===== src/i2c_master_map.svh =====
// register offsets, field positions, reset values and bit timing of the i2c master
`ifndef I2C_MASTER_MAP_SVH
`define I2C_MASTER_MAP_SVH
// register byte offsets
`define OFS_CTRL       8'h00
`define OFS_STATUS     8'h04
`define OFS_INT_STATUS 8'h08
`define OFS_INT_MASK   8'h0c
`define OFS_SLAVE_ADDR 8'h10
`define OFS_TX_DATA    8'h14
`define OFS_RX_DATA    8'h18
// field positions
`define CTRL_RUN       0
`define STAT_BUSY      0
`define STAT_ACK       1
`define STAT_DIR       2
`define EV_TX_END      0
`define EV_RX_FULL     1
`define EV_STOP        2
`define EV_NACK        3
// reset values
`define RUN_RST        1'h0
`define MASK_RST       4'h0
`define ADDR_RST       7'h00
`define TX_RST         24'h000000
// bus answers
`define RESP_OKAY      2'h0
`define RESP_SLVERR    2'h2
// bytes per transfer, last byte index
`define XFER_LAST      2'h2
// serial bit timing in peripheral base clock cycles
`define SCL_DIV        6'h38
`define SCL_LAST       (`SCL_DIV - 6'h01)
`define SCL_HALF       (`SCL_DIV >> 1)
`define SCL_SAMPLE     (`SCL_HALF + (`SCL_HALF >> 1))
`define SDA_DELAY      6'h03
`define DONE_LEAD      6'h02
`define DONE_PT        (`SCL_LAST - `DONE_LEAD)
`endif


===== src/i2c_master_pkg.sv =====
// types shared by the i2c master and its bit engine
package i2c_master_pkg;
	typedef enum logic [1:0] {CMD_START, CMD_STOP, CMD_WRITE, CMD_READ} bus_cmd_t;
	typedef enum logic [2:0] {
		ST_IDLE  = 3'h0,
		ST_START = 3'h1,
		ST_BYTE  = 3'h3,
		ST_ACK   = 3'h2,
		ST_STOP  = 3'h6
	} master_st_t;
	typedef struct packed {
		logic [5:0] cnt;
		logic       busy;
		bus_cmd_t   cmd;
		logic       wbit;
		logic       rbit;
		logic       rise;
		logic       scl_low;
		logic       sda_low;
		logic       scl_s1;
		logic       scl_s2;
		logic       sda_s1;
		logic       sda_s2;
		logic       sda_prev;
	} engine_state_t;
endpackage


===== src/i2c_bit_if.sv =====
// command link between the transfer sequencer and the bit engine
interface i2c_bit_if;
	import i2c_master_pkg::*;
	logic     cmd_valid;
	bus_cmd_t cmd;
	logic     wbit;
	logic     ready;
	logic     done;
	logic     rbit;
	logic     scl_rise;
	logic     stop_seen;
	modport ctrl (output cmd_valid, cmd, wbit, input ready, done, rbit, scl_rise, stop_seen);
	modport eng  (input cmd_valid, cmd, wbit, output ready, done, rbit, scl_rise, stop_seen);
endinterface


===== src/i2c_bit_engine.sv =====
// bit engine: start, stop and single bits on open-drain scl and sda
`include "i2c_master_map.svh"
module i2c_bit_engine
	import i2c_master_pkg::*;
(
	input  wire logic clk_sys,
	input  wire logic reset,
	i2c_bit_if.eng    link,
	input  wire logic scl_i,
	output logic      scl_o,
	output logic      scl_oe,
	input  wire logic sda_i,
	output logic      sda_o,
	output logic      sda_oe
);
	engine_state_t cur;
	engine_state_t next;

	// pins only ever pull low
	assign scl_o          = 1'b0;
	assign sda_o          = 1'b0;
	assign scl_oe         = cur.scl_low;
	assign sda_oe         = cur.sda_low;
	assign link.ready     = !cur.busy || (cur.cnt == `SCL_LAST);
	assign link.done      = cur.busy && (cur.cnt == `DONE_PT);
	assign link.rbit      = cur.rbit;
	assign link.scl_rise  = cur.rise;
	assign link.stop_seen = cur.scl_s2 && cur.sda_s2 && !cur.sda_prev;

	// bit timing, pin drive and input synchronisers
	always_comb begin
		next          = cur;
		next.rise     = 1'b0;
		next.scl_s1   = scl_i;
		next.scl_s2   = cur.scl_s1;
		next.sda_s1   = sda_i;
		next.sda_s2   = cur.sda_s1;
		next.sda_prev = cur.sda_s2;
		if (cur.busy) begin
			next.cnt = cur.cnt + 6'h01;
		end
		if (cur.busy && (cur.cnt == `SCL_LAST)) begin
			next.busy = 1'b0;
		end
		if (link.cmd_valid && link.ready) begin
			next.busy = 1'b1;
			next.cnt  = 6'h00;
			next.cmd  = link.cmd;
			next.wbit = link.wbit;
		end
		if (cur.busy && (cur.cnt == `SCL_SAMPLE)) begin
			next.rbit = cur.sda_s2;
		end
		// scl low for the first half of every bit and of the stop
		next.scl_low = next.busy && (next.cmd != CMD_START) && (next.cnt < `SCL_HALF);
		next.rise    = next.busy && ((next.cmd == CMD_WRITE) || (next.cmd == CMD_READ))
			&& (next.cnt == `SCL_HALF);
		// sda moves a fixed delay after the scl fall, except the start fall and the stop release while scl is high
		if (next.busy) begin
			case (next.cmd)
				CMD_START: begin
					if (next.cnt == `SCL_HALF) begin
						next.sda_low = 1'b1;
					end
				end
				CMD_WRITE: begin
					if (next.cnt == `SDA_DELAY) begin
						next.sda_low = !next.wbit;
					end
				end
				CMD_READ: begin
					if (next.cnt == `SDA_DELAY) begin
						next.sda_low = 1'b0;
					end
				end
				CMD_STOP: begin
					if (next.cnt == `SDA_DELAY) begin
						next.sda_low = 1'b1;
					end else if (next.cnt == `SCL_SAMPLE) begin
						next.sda_low = 1'b0;
					end
				end
				default: begin
					next.sda_low = 1'b0;
				end
			endcase
		end
	end

	// state register
	always_ff @(posedge clk_sys) begin
		if (reset) begin
			cur <= '0;
		end else begin
			cur <= next;
		end
	end
endmodule


===== src/i2c_single_master_txrx.sv =====
// i2c single master: alternating three-byte write and read transfers behind axi4-lite
// Behaviour
// - every transfer opens with the 7-bit slave address plus a direction bit
// - serial clock is the peripheral base clock divided by 56
// - sole master on the bus, no arbitration logic
// - no repeated start; each transfer ends with stop before next start
// - write three bytes, then read three bytes, alternating forever
// - no wait states: ack clock follows the eighth data bit directly
// - all bytes shifted msb first on sda
// - sda changes three base clock cycles after the scl edge
// - slave ack of the ninth clock is kept in a readable flag
// - separate transmit-end, receive-full, stop-detected and nack events; others absent
// - transmit-end or receive-full raised on the rising ninth scl edge
// - direction bit is 0 for write, 1 for read
// - at the end: data events off, stop generated, stop event on
// - after stop detection return to idle with bus events off
`include "i2c_master_map.svh"
module i2c_single_master_txrx
	import i2c_master_pkg::*;
(
	input  wire logic        clk_sys,
	input  wire logic        reset,
	input  wire logic        awvalid,
	output logic             awready,
	input  wire logic [7:0]  awaddr,
	input  wire logic        wvalid,
	output logic             wready,
	input  wire logic [31:0] wdata,
	input  wire logic [3:0]  wstrb,
	output logic             bvalid,
	input  wire logic        bready,
	output logic [1:0]       bresp,
	input  wire logic        arvalid,
	output logic             arready,
	input  wire logic [7:0]  araddr,
	output logic             rvalid,
	input  wire logic        rready,
	output logic [31:0]      rdata,
	output logic [1:0]       rresp,
	output logic             irq,
	input  wire logic        scl_i,
	output logic             scl_o,
	output logic             scl_oe,
	input  wire logic        sda_i,
	output logic             sda_o,
	output logic             sda_oe
);
	typedef struct packed {
		logic        aw_held;
		logic [7:0]  aw_addr;
		logic        w_held;
		logic [31:0] wdata;
		logic [3:0]  wstrb;
		logic        bvalid;
		logic [1:0]  bresp;
		logic        rvalid;
		logic [31:0] rdata;
		logic [1:0]  rresp;
		logic        run;
		logic [6:0]  slave_addr;
		logic [23:0] transmit_data_reg;
		logic [23:0] receive_data_reg;
		logic [3:0]  int_status;
		logic [3:0]  int_mask;
		logic        received_ack_flag;
		master_st_t  st;
		logic        dir;
		logic        data_phase;
		logic [2:0]  bit_cnt;
		logic [1:0]  byte_cnt;
		logic [7:0]  shreg;
		logic        issue;
		bus_cmd_t    cmd;
		logic        wbit;
		logic        xfer_en;
		logic        stop_en;
	} master_state_t;

	master_state_t cur;
	master_state_t next;
	logic [3:0]    ev;
	logic [3:0]    clr;
	logic [31:0]   wmerge;
	logic [31:0]   old_word;
	logic          do_wr;
	logic          reading;
	logic [1:0]    nb;
	logic [7:0]    txb;
	i2c_bit_if     link ();

	// byte-lane merge of a register write
	function automatic logic [31:0] merge(input logic [31:0] old, input logic [31:0] wd,
		input logic [3:0] strb);
		logic [31:0] res;
		res = old;
		for (int i = 0; i < 4; i++) begin
			if (strb[i]) begin
				res[8*i +: 8] = wd[8*i +: 8];
			end
		end
		return res;
	endfunction

	// bus handshakes and pins
	assign awready        = !cur.aw_held && !cur.bvalid;
	assign wready         = !cur.w_held && !cur.bvalid;
	assign arready        = !cur.rvalid;
	assign bvalid         = cur.bvalid;
	assign bresp          = cur.bresp;
	assign rvalid         = cur.rvalid;
	assign rdata          = cur.rdata;
	assign rresp          = cur.rresp;
	assign irq            = |(cur.int_status & cur.int_mask);
	assign link.cmd_valid = cur.issue;
	assign link.cmd       = cur.cmd;
	assign link.wbit      = cur.wbit;
	assign do_wr          = cur.aw_held && cur.w_held && !cur.bvalid;
	assign reading        = cur.dir && cur.data_phase;
	assign nb             = cur.data_phase ? (cur.byte_cnt + 2'h1) : 2'h0;
	assign txb            = cur.transmit_data_reg[{nb, 3'h0} +: 8];

	// serial timing and pins; the sole master never watches for lost arbitration
	i2c_bit_engine u_engine (
		.clk_sys (clk_sys),
		.reset   (reset),
		.link    (link),
		.scl_i   (scl_i),
		.scl_o   (scl_o),
		.scl_oe  (scl_oe),
		.sda_i   (sda_i),
		.sda_o   (sda_o),
		.sda_oe  (sda_oe)
	);

	// old contents of the addressed register for byte-lane merging
	always_comb begin
		case (cur.aw_addr)
			`OFS_CTRL:       old_word = {31'h0, cur.run};
			`OFS_INT_MASK:   old_word = {28'h0, cur.int_mask};
			`OFS_SLAVE_ADDR: old_word = {25'h0, cur.slave_addr};
			`OFS_TX_DATA:    old_word = {8'h0, cur.transmit_data_reg};
			default:         old_word = 32'h0;
		endcase
		wmerge = merge(old_word, cur.wdata, cur.wstrb);
	end

	// register file, transfer sequencer and event flags
	always_comb begin
		next = cur;
		ev   = 4'h0;
		clr  = 4'h0;
		// write address and data are taken in either order
		if (awvalid && awready) begin
			next.aw_held = 1'b1;
			next.aw_addr = awaddr;
		end
		if (wvalid && wready) begin
			next.w_held = 1'b1;
			next.wdata  = wdata;
			next.wstrb  = wstrb;
		end
		if (cur.bvalid && bready) begin
			next.bvalid = 1'b0;
		end
		if (do_wr) begin
			next.aw_held = 1'b0;
			next.w_held  = 1'b0;
			next.bvalid  = 1'b1;
			next.bresp   = `RESP_OKAY;
			case (cur.aw_addr)
				`OFS_CTRL:       next.run = wmerge[`CTRL_RUN];
				`OFS_INT_STATUS: clr = cur.wdata[3:0] & {4{cur.wstrb[0]}};
				`OFS_INT_MASK:   next.int_mask = wmerge[3:0];
				`OFS_SLAVE_ADDR: next.slave_addr = wmerge[6:0];
				`OFS_TX_DATA:    next.transmit_data_reg = wmerge[23:0];
				`OFS_STATUS, `OFS_RX_DATA: next.bresp = `RESP_OKAY;
				default:         next.bresp = `RESP_SLVERR;
			endcase
		end
		// read port answers in the cycle after the address is taken
		if (cur.rvalid && rready) begin
			next.rvalid = 1'b0;
		end
		if (arvalid && arready) begin
			next.rvalid = 1'b1;
			next.rresp  = `RESP_OKAY;
			next.rdata  = 32'h0;
			case (araddr)
				`OFS_CTRL:       next.rdata[`CTRL_RUN] = cur.run;
				`OFS_STATUS: begin
					next.rdata[`STAT_BUSY] = cur.st != ST_IDLE;
					next.rdata[`STAT_ACK]  = cur.received_ack_flag;
					next.rdata[`STAT_DIR]  = cur.dir;
				end
				`OFS_INT_STATUS: next.rdata[3:0] = cur.int_status;
				`OFS_INT_MASK:   next.rdata[3:0] = cur.int_mask;
				`OFS_SLAVE_ADDR: next.rdata[6:0] = cur.slave_addr;
				`OFS_TX_DATA:    next.rdata[23:0] = cur.transmit_data_reg;
				`OFS_RX_DATA:    next.rdata[23:0] = cur.receive_data_reg;
				default:         next.rresp = `RESP_SLVERR;
			endcase
		end
		// a command is dropped from the link once the engine takes it
		if (cur.issue && link.ready) begin
			next.issue = 1'b0;
		end
		// stop seen on the bus ends the stop window
		if (link.stop_seen && cur.stop_en) begin
			ev[`EV_STOP] = 1'b1;
			next.stop_en = 1'b0;
		end
		case (cur.st)
			ST_IDLE: begin
				if (cur.run && !cur.stop_en) begin
					next.st         = ST_START;
					next.issue      = 1'b1;
					next.cmd        = CMD_START;
					next.xfer_en    = 1'b1;
					next.data_phase = 1'b0;
					next.byte_cnt   = 2'h0;
					next.bit_cnt    = 3'h0;
					next.shreg      = {cur.slave_addr, cur.dir};
				end
			end
			ST_START: begin
				if (link.done) begin
					next.st    = ST_BYTE;
					next.issue = 1'b1;
					next.cmd   = CMD_WRITE;
					next.wbit  = cur.shreg[7];
				end
			end
			ST_BYTE: begin
				if (link.done) begin
					next.shreg = {cur.shreg[6:0], reading ? link.rbit : 1'b0};
					next.issue = 1'b1;
					if (cur.bit_cnt == 3'h7) begin
						next.st      = ST_ACK;
						next.bit_cnt = 3'h0;
						next.cmd     = reading ? CMD_WRITE : CMD_READ;
						next.wbit    = !reading || (cur.byte_cnt == `XFER_LAST);
					end else begin
						next.bit_cnt = cur.bit_cnt + 3'h1;
						next.cmd     = reading ? CMD_READ : CMD_WRITE;
						next.wbit    = cur.shreg[6];
					end
				end
			end
			ST_ACK: begin
				if (link.scl_rise && cur.xfer_en) begin
					if (reading) begin
						ev[`EV_RX_FULL] = 1'b1;
						next.receive_data_reg[{cur.byte_cnt, 3'h0} +: 8] = cur.shreg;
					end else begin
						ev[`EV_TX_END] = 1'b1;
					end
				end
				if (link.done) begin
					next.issue = 1'b1;
					if (!reading) begin
						next.received_ack_flag = link.rbit;
					end
					if ((!reading && link.rbit) ||
						(cur.data_phase && (cur.byte_cnt == `XFER_LAST))) begin
						ev[`EV_NACK] = !reading && link.rbit;
						next.st      = ST_STOP;
						next.cmd     = CMD_STOP;
						next.xfer_en = 1'b0;
						next.stop_en = 1'b1;
					end else begin
						next.st         = ST_BYTE;
						next.data_phase = 1'b1;
						next.byte_cnt   = nb;
						next.shreg      = cur.dir ? 8'h00 : txb;
						next.cmd        = cur.dir ? CMD_READ : CMD_WRITE;
						next.wbit       = cur.dir || txb[7];
					end
				end
			end
			ST_STOP: begin
				if (link.done) begin
					next.st  = ST_IDLE;
					next.dir = !cur.dir;
				end
			end
			default: begin
				next.st = ST_IDLE;
			end
		endcase
		// sticky flags: a new event wins over a clear in the same cycle
		next.int_status = (cur.int_status & ~clr) | ev;
	end

	// state register
	always_ff @(posedge clk_sys) begin
		if (reset) begin
			cur                   <= '0;
			cur.run               <= `RUN_RST;
			cur.int_mask          <= `MASK_RST;
			cur.slave_addr        <= `ADDR_RST;
			cur.transmit_data_reg <= `TX_RST;
		end else begin
			cur <= next;
		end
	end
endmodule


===== config.mk =====
export PLATFORM = sky130hd
export DESIGN_NAME = i2c_single_master_txrx
export DESIGN_NICKNAME = d
export VERILOG_FILES = /design/src/i2c_master_pkg.sv /design/src/i2c_bit_if.sv /design/src/i2c_bit_engine.sv /design/src/i2c_single_master_txrx.sv
export VERILOG_INCLUDE_DIRS = /design/src /design/src/src
export SDC_FILE = /design/constraint.sdc
export NUM_CORES = 1
export LEC_CHECK = 0
export ABC_AREA = 1
export BUFFER_PORTS_ARGS = -buffer_cell sky130_fd_sc_hd__buf_2
export CAP_MARGIN = 0
export CELL_PAD_IN_SITES_DETAIL_PLACEMENT = 0
export CELL_PAD_IN_SITES_GLOBAL_PLACEMENT = 1
export CORE_MARGIN = 1.5
export CORE_UTILIZATION = 38
export CTS_CLUSTER_DIAMETER = 30
export DETAILED_ROUTE_END_ITERATION = 10
export GPL_TIMING_DRIVEN = 0
export PLACE_DENSITY = 0.89
export SLEW_MARGIN = 20
export SYNTH_ARGS = -nofsm -noshare
export SYNTH_HDL_FRONTEND = slang
export SYNTH_HIERARCHICAL = 1
export SYNTH_SLANG_ARGS = --single-unit

===== constraint.sdc =====
create_clock -name clk_sys -period 1.9 [get_ports clk_sys]
set_clock_uncertainty 0.2 [all_clocks]
set_input_delay 0.285 -clock clk_sys [delete_from_list [all_inputs] [get_ports clk_sys]]
set_output_delay 0.285 -clock clk_sys [all_outputs]
set_load 0.05 [all_outputs]

==> impl_metrics.tcl <==
set metrics [dict create \
    cap_violations 0 \
    timing.rr.end "cur[9]" \
    die_h_um 153 \
    yosysWarnings 6 \
    synthArstFlopShare 0 \
    synth.area.top_cells "dfxtp_1 (41%), nand2_1 (9.6%), inv_1 (7.7%), nor2_1 (7.6%), o21ai_0 (7.3%)" \
    cts_num_sinks 173 \
    clockBufferDepth 2 \
    core_area_mm2 0.0220 \
    crit_path_max_fanout 8 \
    route.detailed.drc 0 \
    worst_pin_slew_ns 0.828 \
    power.density_mw_per_mm2 875 \
    min_period_ns 1.92 \
    antenna_found_initial 1 \
    relSlewSlack 0.448 \
    min_path_type "input pin to register" \
    r2r_cells 12 \
    violations "setup timing" \
    synth_cells 1250 \
    cp_common_cell "nor2_4" \
    crit_path_end_kind "register" \
    synth_edf_count 0 \
    setup_violations 3 \
    nets 1506 \
    status "complete, but fails checks" \
    cts-root-buf "clkbuf_16" \
    min_path_cells 4 \
    pre_cts_slack_ns -0.459 \
    final_core_util 0.505 \
    fp-row-count 54 \
    fin_ws_ns -0.0200 \
    hold_start "reset" \
    first_iter_violations 523 \
    path_buf_inv 2 \
    dieArea_mm2 0.0234 \
    period_share 1.01 \
    fp.dieW_um 153 \
    drive_gt1_frac 0.232 \
    diodes 0 \
    ioPinCount 107 \
    vias 8540 \
    grt.overflow.total 0 \
    ys_seq_area_frac 0.406 \
    wl_per_cell_um 14.3 \
    clk_pin_slew_worst_paths_ns 0.07 \
    max_stage_delay_ns 0.38 \
    track_usage 0.208 \
    avgSynthCellArea_um2 6.83 \
    grt_pass1_wl_um 38900 \
    place_congestion 0.899 \
    min_to "u_engine/sda_oe" \
    rr_startpoint "u_engine/cur[15]" \
    ys.flop_type "dfxtp_1" \
    initial_core_util 0.389 \
    rrSetupSlack_ns -0.02 \
    max_freq_mhz 521 \
    final_cell_mix "nand2_1 (196), inv_1 (162), dfxtp_1 (159)" \
    critical-path-slowest-cell "dfxtp_4" \
    whs_ns 0.0630 \
    rsz0062_at_grt "yes" \
    path_class "register to register" \
    arrival_ns 2.09 \
    ys_ff_latch 173 \
    firstDrtPassIters 7 \
    cts_buffers 17 \
    hold_viol_final 0 \
    antenna_left 0 \
    ir_drop_uv 702 \
    p_total_mw 9.70 \
    power.leakage_nw 4.95 \
    critPathRequiredTime_ns 2.07 \
    synth_top_area_share 0.406 \
    crit_path_cell_trace "inv_4 > nor2_4 > nand3_2 > nor2_4 > inv_4 > nor2_4 > nand2_4 > nor2_4 > nand2_1 > o21ai_1 > nor2_1 > nor2_1" \
    port_buffers 85 \
    htree_levels 4 \
    wirelength_um 24700 \
    grt_max_degree 18 \
    syn2layout_area_growth_pct 29.8 \
    viasPerCell 4.94 \
    maxSlewViolCount 0 \
    grt_pass1_vias 7866 \
    start_kind "register" \
    dpl.hpwl_um 17900 \
    cp_top_family "simple AND/OR/NAND/NOR gates" \
    yosysTopAreaCell "dfxtp_1" \
    final_common_cell "nand2_1" \
    synth_cell_types 42 \
    cts_tree "built" \
    clk_latency_ns 0.44 \
    netlist_area_mm2 0.00854 \
]
[worst max-delay path by stage]
stage	startpoint	to	slack, ns	cells after the start
detailed placement	u_engine/cur[15]	cur[13]	-0.46	12
global placement	u_engine/cur[15]	cur[13]	-0.44	12
floorplan	u_engine/cur[15]	cur[13]	0.0004	12
finish	u_engine/cur[15]	cur[9]	-0.02	12
global route	u_engine/cur[15]	u_engine/sda_oe	-0.16	14
CTS	cur[165]	cur[57]	-0.03	12
[cell type report]
type | instances | area, µm²
clock buffers | 18 | 439
fillers | 2152 | 10900
flip-flops and latches | 173 | 3500
well taps | 280 | 350
multi-input cells | 817 | 4300
clock inverters | 13 | 143
repair buffers | 156 | 1100
plain buffers | 81 | 523
inverters | 189 | 727
[routing by layer]
metal  global-route usage  routed length [µm]  vias up
met3               0.0357                1140       44
li1                     -                   -     4337
met4               0.0733                 582        2
met2                0.371               12300      246
met1                0.253               10700     3911
met5                    0                  13        -
[flip-flops by register name, summed over array words and instances (netlist names)]
| signal | count |
|---|---|
| cur | 122 |
| rdata | 24 |
| u_engine/cur | 15 |
| link.cmd | 2 |
| bresp | 1 |
| bvalid | 1 |
| link.cmd_valid | 1 |
| link.wbit | 1 |
| rresp | 1 |
| rvalid | 1 |
| u_engine/link.rbit | 1 |
| u_engine/link.scl_rise | 1 |
| u_engine/scl_oe | 1 |
| u_engine/sda_oe | 1 |
[where the power goes]
| group | total, mW | internal, mW | leakage [nW] | switching (mW) |
|---|---|---|---|---|
| Sequential | 4.04 | 3.86 | 1.42 | 0.178 |
| Combinational | 2.15 | 0.780 | 3.24 | 1.37 |
| Clock | 3.51 | 1.89 | 0.284 | 1.61 |
[cells in the mapped netlist, types with 11 or more instances]
library cell  instances
o21ai_0             124
nor3_1               12
buf_4                40
a21oi_1             101
nor2_1              174
dfxtp_1             173
nand3_1              68
clkbuf_1             29
o221ai_1             18
inv_1               176
nand2_2              11
nand2_1             219
[worst min-delay path, cell delays in order]
cell and delay (ns):
buf_2 0.18, inv_1 0.09, nand2_1 0.08, nor2_2 0.03
[logic make-up (layout without fill, tap and decap cells)]
logic type / count (synthesis) / after routing / synth area share
flip-flops: 173 / 173 / 0.406
AND/OR/NAND/NOR: 514 / 514 / 0.257
adder cells (fa/ha/maj): 10 / 10 / 0.0146
AO/OA/AOI/OAI: 280 / 280 / 0.181
other: 2 / 12 / 0.000879
XOR/XNOR: 1 / 1 / 0.00103
buffers and inverters: 270 / 457 / 0.140
[metrics by stage]
| stage | cells | TNS (ns) | cell area, µm² |
|---|---|---|---|
| 2_1_floorplan | 1260 | 0 | 8610 |
| 3_3_place_gp | 1625 | -16.06 | 9390 |
| 3_5_place_dp | 1625 | -18.26 | 9390 |
| 4_1_cts | 1710 | -0.122 | 10700 |
| 5_1_grt | 1727 | -0.927 | 11100 |
| 6_report | 1727 | -0.0407 | 11100 |
[repair_timing]
item                                   CTS  global route
cloned                                   0             3
setup endpoints to repair               80            93
resized for setup                       63            99
hold buffers                            42             0
endpoints found under the hold margin   41             0
setup buffers                           12            14
pin swaps                               34            49
Power figures use the tool's default switching activity.
